**src/hw/hcmp_defines.svh**
```systemverilog
`ifndef HCMP_DEFINES_SVH
`define HCMP_DEFINES_SVH

// ****************************************
// APB register offsets (byte addresses)
// ****************************************
`define HCMP_A_CTRL 8'h00
`define HCMP_A_MADDR 8'h04
`define HCMP_A_WDATA 8'h08
`define HCMP_A_RDATA 8'h0C
`define HCMP_A_STATUS 8'h10
`define HCMP_A_HIRQ 8'h14
`define HCMP_A_OUTBOX 8'h18
`define HCMP_A_MBOX 8'h20
`define HCMP_A_MBOX_MASK 8'hF0

// ****************************************
// Field positions
// ****************************************
`define HCMP_CTRL_START 0
`define HCMP_CTRL_WRITE 1
`define HCMP_CTRL_BANK 2
`define HCMP_ST_BUSY 0
`define HCMP_ST_DONE 1
`define HCMP_ST_IRQ 2
`define HCMP_ST_ENDIAN 3
`define HCMP_ST_LINKCTL 4
`define HCMP_ST_ARBM 5

// ****************************************
// Host port register addresses
// ****************************************
`define HCMP_H_MBOX_LAST 8'h03
`define HCMP_H_OUTBOX 8'h04
`define HCMP_H_IRQCLR 8'h05
`define HCMP_H_GPIO 8'h70

// ****************************************
// Timing
// ****************************************
`define HCMP_CLK_NS 100
`define HCMP_MEM_STROBE_NS 200
`define HCMP_MEM_STROBE_CYC ((`HCMP_MEM_STROBE_NS + `HCMP_CLK_NS - 1) / `HCMP_CLK_NS)
`define HCMP_ARB_SETTLE_CYC 4
`define HCMP_CNT_W 4

`endif

```
**src/hw/hcmp_pkg.sv**
```systemverilog
package hcmp_pkg;

    typedef enum logic [2:0] {
        MEM_IDLE = 3'h0,
        MEM_WAIT = 3'h1,
        MEM_CHECK = 3'h2,
        MEM_SETUP = 3'h3,
        MEM_STROBE = 3'h4,
        MEM_RELEASE = 3'h5
    } hcmp_mem_st_e;

    typedef enum logic [0:0] {
        HST_IDLE = 1'h0,
        HST_ACK = 1'h1
    } hcmp_host_st_e;

endpackage : hcmp_pkg

```
**src/hw/hcmp_mem_if.sv**
```systemverilog
`timescale 1ns/1ps
`default_nettype none

interface hcmp_mem_if;
    logic start;
    logic write;
    logic bank;
    logic [15:0] addr;
    logic [31:0] wdata;
    logic busy;
    logic done;
    logic [31:0] rdata;

    modport ctl (output start, output write, output bank, output addr, output wdata,
                 input busy, input done, input rdata);
    modport eng (input start, input write, input bank, input addr, input wdata,
                 output busy, output done, output rdata);
endinterface : hcmp_mem_if

`default_nettype wire

```
**src/hw/hcmp_mem_engine.sv**
```systemverilog
`timescale 1ns/1ps
`default_nettype none
`include "hcmp_defines.svh"

module hcmp_mem_engine
    import hcmp_pkg::*;
(
    input wire logic clk,
    input wire logic rst,
    input wire logic arb_master,
    hcmp_mem_if.eng req,
    output logic [1:0] mem_bank_select_n,
    output logic mem_read_n,
    output logic mem_write_n,
    output logic [15:0] mem_addr_out,
    output logic mem_ctl_oe_n,
    output logic [31:0] mem_data_out,
    input wire logic [31:0] mem_data_in,
    output logic mem_data_oe_n,
    input wire logic peer_occupied_in,
    output logic self_occupied_out,
    output logic self_occupied_oe_n
);

    hcmp_mem_st_e state_reg, state_next;
    logic [2:0] peer_sync_reg;
    logic peer_reg;
    logic [`HCMP_CNT_W-1:0] cnt_reg, cnt_next;
    logic wr_reg, bank_reg;
    logic [31:0] rdata_reg;

    // ****************************************
    // Peer occupied input: three stages, agree filter
    // ****************************************
    always_ff @(posedge clk or posedge rst) begin
        if (rst) begin
            peer_sync_reg <= 3'h0;
            peer_reg <= 1'h0;
        end else begin
            peer_sync_reg <= {peer_sync_reg[1:0], peer_occupied_in};
            if (peer_sync_reg[1] == peer_sync_reg[2]) begin
                peer_reg <= peer_sync_reg[2];
            end
        end
    end

    wire owns_bus = (state_reg == MEM_SETUP) || (state_reg == MEM_STROBE) || (state_reg == MEM_RELEASE);
    wire strobe_last = (cnt_reg == `HCMP_CNT_W'(`HCMP_MEM_STROBE_CYC - 1));
    wire settle_last = (cnt_reg == `HCMP_CNT_W'(`HCMP_ARB_SETTLE_CYC - 1));

    always_comb begin
        state_next = state_reg;
        cnt_next = cnt_reg;
        case (state_reg)
            MEM_IDLE: begin
                cnt_next = '0;
                if (req.start) begin
                    state_next = peer_reg ? MEM_WAIT : MEM_CHECK;
                end
            end
            MEM_WAIT: begin
                cnt_next = '0;
                if (!peer_reg) begin
                    state_next = MEM_CHECK;
                end
            end
            MEM_CHECK: begin
                cnt_next = cnt_reg + `HCMP_CNT_W'(1);
                if (settle_last) begin
                    cnt_next = '0;
                    state_next = (peer_reg && !arb_master) ? MEM_WAIT : MEM_SETUP;
                end
            end
            MEM_SETUP: state_next = MEM_STROBE;
            MEM_STROBE: begin
                cnt_next = cnt_reg + `HCMP_CNT_W'(1);
                if (strobe_last) begin
                    state_next = MEM_RELEASE;
                end
            end
            MEM_RELEASE: state_next = MEM_IDLE;
            default: state_next = MEM_IDLE;
        endcase
    end

    always_ff @(posedge clk or posedge rst) begin
        if (rst) begin
            state_reg <= MEM_IDLE;
            cnt_reg <= '0;
            wr_reg <= 1'h0;
            bank_reg <= 1'h0;
            mem_addr_out <= 16'h0000;
            mem_data_out <= 32'h00000000;
            rdata_reg <= 32'h00000000;
        end else begin
            state_reg <= state_next;
            cnt_reg <= cnt_next;
            if (state_reg == MEM_IDLE && req.start) begin
                wr_reg <= req.write;
                bank_reg <= req.bank;
                mem_addr_out <= req.addr;
                mem_data_out <= req.wdata;
            end
            if (state_reg == MEM_STROBE && strobe_last && !wr_reg) begin
                rdata_reg <= mem_data_in;
            end
        end
    end

    assign self_occupied_out = (state_reg == MEM_CHECK) || owns_bus;
    assign self_occupied_oe_n = !self_occupied_out;
    assign mem_ctl_oe_n = !owns_bus;
    assign mem_data_oe_n = !(owns_bus && wr_reg);
    assign mem_bank_select_n = owns_bus && (state_reg != MEM_RELEASE) ? ~(2'h1 << bank_reg) : 2'h3;
    assign mem_read_n = !(state_reg == MEM_STROBE && !wr_reg);
    assign mem_write_n = !(state_reg == MEM_STROBE && wr_reg);
    assign req.busy = (state_reg != MEM_IDLE);
    assign req.done = (state_reg == MEM_RELEASE);
    assign req.rdata = rdata_reg;

endmodule : hcmp_mem_engine

`default_nettype wire

```
**src/hw/hcmp_top.sv**
```systemverilog
// Chosen here: the placing of the registers and the APB slave port.
`timescale 1ns/1ps
`default_nettype none
`include "hcmp_defines.svh"

module hcmp_top
    import hcmp_pkg::*;
(
    input wire logic clk,
    input wire logic rst,
    input wire logic psel,
    input wire logic penable,
    input wire logic pwrite,
    input wire logic [7:0] paddr,
    input wire logic [31:0] pwdata,
    output logic [31:0] prdata,
    output logic pready,
    output logic pslverr,
    input wire logic host_sel_n,
    input wire logic host_read_n,
    input wire logic host_write_n,
    input wire logic [7:0] host_reg_addr,
    input wire logic [31:0] host_data_in,
    output logic [31:0] host_data_out,
    output logic host_data_oe_n,
    output logic host_ack,
    output logic host_ack_oe_n,
    output logic host_irq_n,
    output logic host_irq_oe_n,
    input wire logic [3:0] device_addr_in,
    input wire logic [3:0] device_id_strap,
    input wire logic host_endian_strap,
    input wire logic link_control_strap,
    input wire logic arb_master_strap,
    output logic [31:0] gpio_out,
    output logic [1:0] mem_bank_select_n,
    output logic mem_read_n,
    output logic mem_write_n,
    output logic [15:0] mem_addr_out,
    output logic mem_ctl_oe_n,
    output logic [31:0] mem_data_out,
    input wire logic [31:0] mem_data_in,
    output logic mem_data_oe_n,
    input wire logic peer_occupied_in,
    output logic self_occupied_out,
    output logic self_occupied_oe_n
);

    // ****************************************
    // Helpers
    // ****************************************
    function automatic logic [31:0] byte_swap(input logic [31:0] w);
        byte_swap = {w[7:0], w[15:8], w[23:16], w[31:24]};
    endfunction : byte_swap

    function automatic logic [31:0] set_clr(input logic [31:0] cur, input logic [31:0] set,
                                            input logic [31:0] clr);
        // Set wins over a clear landing in the same cycle
        set_clr = (cur & ~clr) | set;
    endfunction : set_clr

    // ****************************************
    // Strap capture after reset release
    // ****************************************
    logic strap_taken_reg;
    logic endian_reg;
    logic link_ctl_reg;
    logic arb_master_reg;
    logic [3:0] dev_id_reg;

    // Straps are stable around reset; a clocked capture keeps reset a pure constant load
    always_ff @(posedge clk or posedge rst) begin
        if (rst) begin
            strap_taken_reg <= 1'h0;
            endian_reg <= 1'h0;
            link_ctl_reg <= 1'h0;
            arb_master_reg <= 1'h0;
            dev_id_reg <= 4'h0;
        end else if (!strap_taken_reg) begin
            strap_taken_reg <= 1'h1;
            endian_reg <= host_endian_strap;
            link_ctl_reg <= link_control_strap;
            arb_master_reg <= arb_master_strap;
            dev_id_reg <= device_id_strap;
        end
    end

    // ****************************************
    // Host pin synchronisers
    // ****************************************
    localparam int HSYNC_W = 7;
    logic [HSYNC_W-1:0] hs1_reg, hs2_reg, hs3_reg, hfilt_reg;
    wire [HSYNC_W-1:0] hpins = {host_sel_n, host_read_n, host_write_n, device_addr_in};

    always_ff @(posedge clk or posedge rst) begin
        if (rst) begin
            hs1_reg <= 7'h70;
            hs2_reg <= 7'h70;
            hs3_reg <= 7'h70;
            hfilt_reg <= 7'h70;
        end else begin
            hs1_reg <= hpins;
            hs2_reg <= hs1_reg;
            hs3_reg <= hs2_reg;
            // A bit changes only once stages two and three agree
            hfilt_reg <= (hs2_reg & hs3_reg) | (hfilt_reg & (hs2_reg ^ hs3_reg));
        end
    end

    wire sel_f = !hfilt_reg[6];
    wire rd_f = !hfilt_reg[5];
    wire wr_f = !hfilt_reg[4];
    wire id_match = (hfilt_reg[3:0] == dev_id_reg);
    wire host_selected = sel_f && id_match && strap_taken_reg;
    wire host_access = host_selected && (rd_f ^ wr_f);

    // ****************************************
    // Shared state
    // ****************************************
    logic [31:0] mbox_reg [0:3];
    logic [31:0] outbox_reg;
    logic irq_reg;
    logic done_reg;
    logic [31:0] gpio_reg;
    logic [2:0] ctrl_reg;
    logic [15:0] maddr_reg;
    logic [31:0] wdata_reg;

    hcmp_mem_if mif ();

    // ****************************************
    // Host port access sequence
    // ****************************************
    hcmp_host_st_e hst_reg, hst_next;
    logic host_is_read_reg;

    wire [31:0] host_win = endian_reg ? byte_swap(host_data_in) : host_data_in;
    wire host_hit_mbox = (host_reg_addr <= `HCMP_H_MBOX_LAST);
    wire host_hit_outbox = (host_reg_addr == `HCMP_H_OUTBOX);
    wire host_hit_irqclr = (host_reg_addr == `HCMP_H_IRQCLR);
    wire host_hit_gpio = (host_reg_addr == `HCMP_H_GPIO) && link_ctl_reg;

    wire [31:0] host_rword = host_hit_mbox ? mbox_reg[host_reg_addr[1:0]] :
                             host_hit_outbox ? outbox_reg :
                             host_hit_gpio ? gpio_reg : 32'h00000000;
    wire host_take = (hst_reg == HST_IDLE) && host_access;
    wire host_wr_take = host_take && wr_f;

    always_comb begin
        hst_next = hst_reg;
        case (hst_reg)
            HST_IDLE: begin
                if (host_access) begin
                    hst_next = HST_ACK;
                end
            end
            HST_ACK: begin
                if (!sel_f || (!rd_f && !wr_f)) begin
                    hst_next = HST_IDLE;
                end
            end
            default: hst_next = HST_IDLE;
        endcase
    end

    always_ff @(posedge clk or posedge rst) begin
        if (rst) begin
            hst_reg <= HST_IDLE;
            host_is_read_reg <= 1'h0;
            host_data_out <= 32'h00000000;
        end else begin
            hst_reg <= hst_next;
            if (host_take) begin
                host_is_read_reg <= rd_f;
                host_data_out <= endian_reg ? byte_swap(host_rword) : host_rword;
            end
        end
    end

    // wait state then ack
    // Ack falls with the select so it never stands high while the pin is released
    assign host_ack = (hst_reg == HST_ACK) && host_selected;
    assign host_ack_oe_n = !host_selected;
    assign host_data_oe_n = !((hst_reg == HST_ACK) && host_is_read_reg && host_selected);
    assign host_irq_n = !irq_reg;
    assign host_irq_oe_n = !irq_reg;

    always_ff @(posedge clk or posedge rst) begin
        if (rst) begin
            for (int i = 0; i < 4; i++) begin
                mbox_reg[i] <= 32'h00000000;
            end
            gpio_reg <= 32'h00000000;
        end else if (host_wr_take) begin
            if (host_hit_mbox) begin
                mbox_reg[host_reg_addr[1:0]] <= host_win;
            end
            if (host_hit_gpio) begin
                gpio_reg <= host_win;
            end
        end
    end

    assign gpio_out = gpio_reg;

    // ****************************************
    // APB slave
    // ****************************************
    wire apb_setup = psel && !penable;
    wire apb_wr = psel && penable && pwrite;
    wire hit_ctrl = (paddr == `HCMP_A_CTRL);
    wire hit_maddr = (paddr == `HCMP_A_MADDR);
    wire hit_wdata = (paddr == `HCMP_A_WDATA);
    wire hit_rdata = (paddr == `HCMP_A_RDATA);
    wire hit_status = (paddr == `HCMP_A_STATUS);
    wire hit_hirq = (paddr == `HCMP_A_HIRQ);
    wire hit_outbox = (paddr == `HCMP_A_OUTBOX);
    wire hit_mbox = ((paddr & `HCMP_A_MBOX_MASK) == `HCMP_A_MBOX) && (paddr[1:0] == 2'h0);
    wire hit_any = hit_ctrl | hit_maddr | hit_wdata | hit_rdata | hit_status | hit_hirq | hit_outbox | hit_mbox;

    wire [31:0] status_word = {26'h0000000, arb_master_reg, link_ctl_reg, endian_reg, irq_reg,
                               done_reg, mif.busy};
    wire [31:0] apb_rword = hit_ctrl ? {29'h00000000, ctrl_reg} :
                            hit_maddr ? {16'h0000, maddr_reg} :
                            hit_wdata ? wdata_reg :
                            hit_rdata ? mif.rdata :
                            hit_status ? status_word :
                            hit_hirq ? {31'h00000000, irq_reg} :
                            hit_outbox ? outbox_reg :
                            hit_mbox ? mbox_reg[paddr[3:2]] : 32'h00000000;

    // Zero wait states: data is fetched in the setup cycle so it comes from a flop
    assign pready = psel && penable;
    assign pslverr = psel && penable && !hit_any;

    always_ff @(posedge clk or posedge rst) begin
        if (rst) begin
            prdata <= 32'h00000000;
        end else if (apb_setup) begin
            prdata <= apb_rword;
        end
    end

    // ****************************************
    // Software registers
    // ****************************************
    // Start is refused while an access is in flight
    wire start_req = apb_wr && hit_ctrl && pwdata[`HCMP_CTRL_START] && !mif.busy;
    wire done_clr = apb_wr && hit_status && pwdata[`HCMP_ST_DONE];
    wire irq_set = apb_wr && hit_hirq && pwdata[0];
    wire irq_clr = host_wr_take && host_hit_irqclr;

    // Set-wins update of the two sticky flags
    wire [31:0] irq_word_next = set_clr({31'h00000000, irq_reg}, {31'h00000000, irq_set},
                                        {31'h00000000, irq_clr});
    wire [31:0] done_word_next = set_clr({31'h00000000, done_reg}, {31'h00000000, mif.done},
                                         {31'h00000000, done_clr});

    always_ff @(posedge clk or posedge rst) begin
        if (rst) begin
            ctrl_reg <= 3'h0;
            maddr_reg <= 16'h0000;
            wdata_reg <= 32'h00000000;
            outbox_reg <= 32'h00000000;
        end else begin
            if (apb_wr && hit_ctrl) begin
                ctrl_reg <= {pwdata[`HCMP_CTRL_BANK], pwdata[`HCMP_CTRL_WRITE], 1'h0};
            end
            if (apb_wr && hit_maddr) begin
                maddr_reg <= pwdata[15:0];
            end
            if (apb_wr && hit_wdata) begin
                wdata_reg <= pwdata;
            end
            if (apb_wr && hit_outbox) begin
                outbox_reg <= pwdata;
            end
        end
    end

    always_ff @(posedge clk or posedge rst) begin
        if (rst) begin
            irq_reg <= 1'h0;
            done_reg <= 1'h0;
        end else begin
            irq_reg <= irq_word_next[0];
            done_reg <= done_word_next[0];
        end
    end

    // ****************************************
    // Communication memory engine
    // ****************************************
    assign mif.start = start_req;
    assign mif.write = pwdata[`HCMP_CTRL_WRITE];
    assign mif.bank = pwdata[`HCMP_CTRL_BANK];
    assign mif.addr = maddr_reg;
    assign mif.wdata = wdata_reg;

    hcmp_mem_engine u_mem (
        .clk(clk),
        .rst(rst),
        .arb_master(arb_master_reg),
        .req(mif.eng),
        .mem_bank_select_n(mem_bank_select_n),
        .mem_read_n(mem_read_n),
        .mem_write_n(mem_write_n),
        .mem_addr_out(mem_addr_out),
        .mem_ctl_oe_n(mem_ctl_oe_n),
        .mem_data_out(mem_data_out),
        .mem_data_in(mem_data_in),
        .mem_data_oe_n(mem_data_oe_n),
        .peer_occupied_in(peer_occupied_in),
        .self_occupied_out(self_occupied_out),
        .self_occupied_oe_n(self_occupied_oe_n)
    );

endmodule : hcmp_top

`default_nettype wire

```
**config.mk**
```make
export PLATFORM = sky130hd
export DESIGN_NAME = hcmp_top
export DESIGN_NICKNAME = d
export VERILOG_FILES = /design/src/hw/hcmp_pkg.sv /design/src/hw/hcmp_mem_if.sv /design/src/hw/hcmp_mem_engine.sv /design/src/hw/hcmp_top.sv
export VERILOG_INCLUDE_DIRS = /design/src /design/src/hw
export SDC_FILE = /design/constraint.sdc
export NUM_CORES = 1
export LEC_CHECK = 0
export BUFFER_PORTS_ARGS = -buffer_cell sky130_fd_sc_hd__clkbuf_2
export CAP_MARGIN = 20
export CORE_MARGIN = 4
export CORE_UTILIZATION = 55
export DETAILED_ROUTE_END_ITERATION = 10
export GPL_ROUTABILITY_DRIVEN = 0
export PLACE_DENSITY = 0.77
export RECOVER_POWER = 25
export SLEW_MARGIN = 5
export SYNTH_ARGS = -nofsm -noshare
export SYNTH_HDL_FRONTEND = slang
export SYNTH_HIERARCHICAL = 1
export SYNTH_SLANG_ARGS = --single-unit
```
**constraint.sdc**
```tcl
create_clock -name clk -period 11.6 [get_ports clk]
set_input_delay 1.16 -clock clk [delete_from_list [all_inputs] [get_ports clk]]
set_output_delay 1.16 -clock clk [all_outputs]
set_load 0.03 [all_outputs]
```
==> metrics.txt, run 1 <==
io pins=291; global-route wire length before repair=95.3 mm; CP max stage delay=2.70 ns; most frequent cell after synthesis=dfrtp_1; HP Class=register to register; worst-path fanout max=184; die height=206 um; worst slack, placed=7.00 ns; clk_skew=0.0124 ns; pin count of the biggest net entering global routing=185; Post-Synthesis Cells=1706; leading area contributor after synthesis=dfrtp_1; Power per Cell Area=159 nW/um2; die extent in x=206 um; slowest stage cell, crit path=clkinvlp_2; initial antenna violation count=6; die area=42300 um2; max_slew headroom=-231%; Yosys top cell area share=49.8%; Layout area overhead=15.4%; nets@finish=2074; flip-flop count of the largest register after layout=128; Worst Path Required=12.23 ns; drt pass-1 iters=6; number of DRC markers in iteration 0=1452; largest cells by area after synthesis=dfrtp_1, mux2_2, mux4_2; syn_area_per_cell=12.6 um2; Num CTS Buffers=46; placed inst area=23200 um2; row count=72; Synth warnings=6; H-tree depth=2; total power=3930 uW; nature of the critical path endpoint=async pin; Clk Latency, worst-skew pair=0.58 ns; CTS resizes=0; routed vias/inst=6.30; Tightest Pin Transition=4.96 ns; kind of critical path=input pin to async pin; Post-CTS Setup Inserts=0; WL/cell=25.1 um; WP buf/inv=4; final hold slack=0.346 ns; Fmax=0.201 GHz; EDFF count, synth=0; layout cells sized above 1=40.2%; Clock Tree Buf Depth=3; TNS Setup=0 ns; WP data arrival=5.60 ns; Root Buffer=clkbuf_16; #FFs+latches synth=439; CP Launch Type=input pin; Worst-path clk slew=0.06 ns; Final min period=4.97 ns; core area=38600 um2; sequential area share after synthesis=51.2%; Synth Net Count=1848; fin crit share=42.9%; final hold vios=0; Synth top cells by count=dfrtp_1, mux2_2, nand2_1; leakage power=0.0117 uW; Max VDD drop=151 uV; Post-Syn Area=21500 um2; critical-path cell list=clkbuf_1 > clkinvlp_2 > buf_12 > buf_4; vias in the first global route=15518; Crit path max-delay family=buffers and inverters; max cap viols=3; antenna viol nets, final=0; top_reg_cell synth=dfrtp_1; outcome=finished with violations; final setup margin=6.63 ns; failing checks=capacitance limit, slew limit; Post-synth ARST share=100%; TritonCTS clock tree=built; final instance area=24800 um2; Slew Viols, Final=203; initial cell density of the core=55.6%; Cell variety after synth=61; grt ovf=0; Vias=15675; input/output buffers=290; CTS hold repair buffers=0; all-layer global routing usage=29.3%; DRC=0; clock sink total=439; unrepaired setup endpoints after global routing=no; DP HPWL=41.8 mm; Final setup viols=0; WL final=62.6 mm
[metrics by stage]
stage               instances  utilization (%)
detailed placement       2400             60.0
global placement         2400             60.0
global route             2490             64.2
finish                   2490             64.2
CTS                      2486             64.1
floorplan                1706                -
[cells by family after synthesis]
logic type	count (synthesis)	share of synthesized area [%]
adder cells (fa/ha/maj)	12	0.676
AO/OA/AOI/OAI	301	9.07
other	1	0.0175
flip-flops	439	51.2
AND/OR/NAND/NOR	365	8.89
multiplexers	432	26.8
buffers and inverters	152	3.16
XOR/XNOR	4	0.163
[cell type report]
class                      instances  area [um2]
tap                              518         648
fill                            2933       13900
clock inverter                    22         226
inverter                          14        55.1
sequential                       439       11000
timing repair buffer             316        1670
multi-input combinational       1115        9840
clock buffer                      64        1350
antenna                            2        5.00
[routing by layer]
layer | vias up | track usage [%] | part of all wire (%)
met2 | 799 | 42.4 | 44
met1 | 7950 | 44.3 | 43
met3 | 145 | 6.93 | 10
met5 | - | 0 | 0.088
li1 | 6773 | - | -
met4 | 8 | 8.78 | 3.2
[worst reg2reg max path, cell delays in order, from the launching register on]
cell and delay [ns]:
dfstp_2 0.63, ha_1 0.16, nand2_1 0.05, nor4b_1 0.88, nand2_2 0.43, buf_12 0.30
or4_2 1.17, mux2_1 0.53
[cells in the final DEF (no fill, tap or decap), types with 5 or more instances in the layout]
cell type,n
dfrtp_1,426
clkbuf_2,274
mux2_2,229
nand2_1,164
o21ai_0,122
mux4_2,63
mux2_4,60
clkbuf_16,49
mux2_1,44
nand2b_1,41
nor4_1,36
mux2i_1,36
a211oi_1,33
or3b_2,32
o22ai_1,32
a22o_1,27
clkbuf_1,23
buf_4,23
nand3_1,21
nor2_1,19
a21o_1,17
a22oi_1,17
a21oi_1,14
a31oi_1,13
clkinv_2,12
inv_1,11
a222oi_1,10
ha_1,10
dfstp_2,9
nor2b_1,8
nor3_1,7
clkbuf_8,7
clkinvlp_4,5
[path summary, 6_finish.rpt]
kind / start / endpoint / slack (ns) / depth (start not counted)
worst max-delay path: rst / gpio_out[20] / 6.63 / 4
worst min-delay path: hs1_reg[0] / hs2_reg[0] / 0.35 / 0
worst max register to register: hfilt_reg[4] / mbox_reg[111] / 7.32 / 7
worst min register to register: hs1_reg[0] / hs2_reg[0] / 0.35 / 0
max in group clk: hfilt_reg[4] / mbox_reg[111] / 7.32 / 7
min in group asynchronous: rst / u_mem/req.rdata[19] / 1.27 / 2
[where the power goes]
part / leakage, uW / switching (uW) / internal [uW]
sequential: 0.00582 / 106 / 1670
clock: 0.000772 / 636 / 906
combinational: 0.00510 / 399 / 211
total: 0.0117 / 1140 / 2790
No activity file was read; power rests on OpenSTA's default activity.
==> run 2: changes to the inputs <==
CORE_UTILIZATION = 53   (was 55)
clock period = 4.16 ns   (was 11.6 ns; I/O delays follow)
==> run 2 against run 1 <==
The flow still finishes with violations (capacitance limit, slew limit). Global-route usage is 0.76 points lower. Clock power rose to 2.7 times the previous value. Combinational power increased to 2.8 times the previous value. First-iteration DRC count rose by 7.5%. Largest power group unchanged.
==> metrics.txt, run 2 (synthesis results as in run 1) <==
die height=209 um; final instance area=24900 um2; most frequent cells in the layout=dfrtp_1, clkbuf_2, mux2_2; initial cell density of the core=53.8%; leakage power=0.0118 uW; DRC=0; initial antenna violation count=1; Num CTS Buffers=46; HP Class=input pin to register; Root Buffer=clkbuf_16; all-layer global routing usage=28.5%; WL final=63.2 mm; Tightest Pin Transition=2.44 ns; met3 Use GR=7.04%; commonest non-fill, non-tap cell in the layout=dfrtp_1; failing checks=capacitance limit, slew limit; Worst Path Required=4.61 ns; input/output buffers=290; unrepaired setup endpoints after global routing=no; Slew Viols, Final=212; io pins=291; drt pass-1 iters=5; Final setup viols=0; max_slew headroom=-62.9%; clk_skew=0.0135 ns; fin crit share=77.4%; RR Startpoint=endian_reg; Final min period=3.22 ns; flip-flop count of the largest register after layout=128; CP Launch Type=register; placed inst area=23300 um2; final hold vios=0; global-route met1 utilization=42.1%; grt ovf=0; outcome=finished with violations; nature of the critical path endpoint=register; GR Layer Usage met2=43.0%; global-route wire length before repair=98.5 mm; clock sink total=439; gr busiest metal=met2; Post-CTS Setup Inserts=0; pin count of the biggest net entering global routing=99; Worst-path clk slew=0.06 ns; worst-path fanout max=50; Vias=15806; Fillers=3018; die area=43800 um2; nets@finish=2094; Power per Cell Area=435 nW/um2; hold path start=mem_data_in[12]; max cap viols=5; Clock Tree Buf Depth=3; final hold slack=0.0627 ns; WL/cell=25.2 um; kind of critical path=register to register; row count=73; antenna viol nets, final=0; DP HPWL=43.5 mm; Layout area overhead=15.9%; H-tree depth=2; Clk Latency, worst-skew pair=0.58 ns; number of DRC markers in iteration 0=1561; die extent in x=209 um; TritonCTS clock tree=built; routed vias/inst=6.30; CP Launch Point=endian_reg; Max VDD drop=250 uV; WP data arrival=3.67 ns; layout cells sized above 1=40.5%; Fmax=0.311 GHz; CTS resizes=0; Layout Utilization=62.4%; total power=10800 uW; core area=39900 um2; vias in the first global route=16175; TNS Setup=0 ns
run 2: cell types whose count changed in the layout (fill, tap and decap cells not counted), sizes merged:
cell and change:
dlygate4sd3 +9, buf +7, clkbuf +5, clkinv -4, clkinvlp -4, bufinv -1
diode -1, inv +1
run 2: critical path, cell delays in order (launching register included):
cell,delay (ns)
dfrtp_1,1.99
buf_12,0.35
mux2_2,0.41
mux2_1,0.29
run 2: layout make-up:
cell class	count	area [um2]	area share, %
timing repair buffer	336	1850	7.44
tap	525	657	2.64
clock buffer	65	1330	5.36
inverter	14	55.1	0.221
multi-input combinational	1115	9830	39.5
antenna	1	2.50	0.0101
sequential	439	11000	44.2
clock inverter	14	155	0.623
run 2: worst paths after layout:
check | depth (start not counted) | to | slack [ns]
min in group asynchronous | 3 | u_mem/mem_data_out[18] | 0.47
max in group asynchronous | 4 | host_data_out[30] | 1.20
worst max-delay path | 3 | mbox_reg[108] | 0.94
worst min-delay path | 2 | u_mem/req.rdata[12] | 0.06
worst max register to register | 3 | mbox_reg[108] | 0.94
worst min register to register | 0 | hs2_reg[3] | 0.35
run 2: per-layer routing:
| layer | wire, um | up-vias | part of all wire [%] |
|---|---|---|---|
| li1 | - | 6803 | - |
| met1 | 26900 | 8058 | 42 |
| met2 | 28600 | 835 | 45 |
| met3 | 6200 | 110 | 9.8 |
| met4 | 1590 | 0 | 2.5 |
| met5 | 0 | - | 0 |
run 2: stage by stage:
step / worst slack (ns) / std cells
detailed placement: 1.24 / 2419
global placement: 1.27 / 2419
global route: 0.678 / 2509
CTS: 1.25 / 2507
finish: 0.942 / 2509
floorplan: -0.877 / 1706
run 2: power breakdown:
part / internal [uW] / switching, uW / total (uW)
clock network: 2410 / 1700 / 4110
registers: 4670 / 320 / 4990
logic: 604 / 1120 / 1720
run 2: timing repair:
action                                  4_1_cts  5_1_grt
endpoints found under the setup margin        0        0
endpoints found under the hold margin        23        0
hold buffers                                  9        0
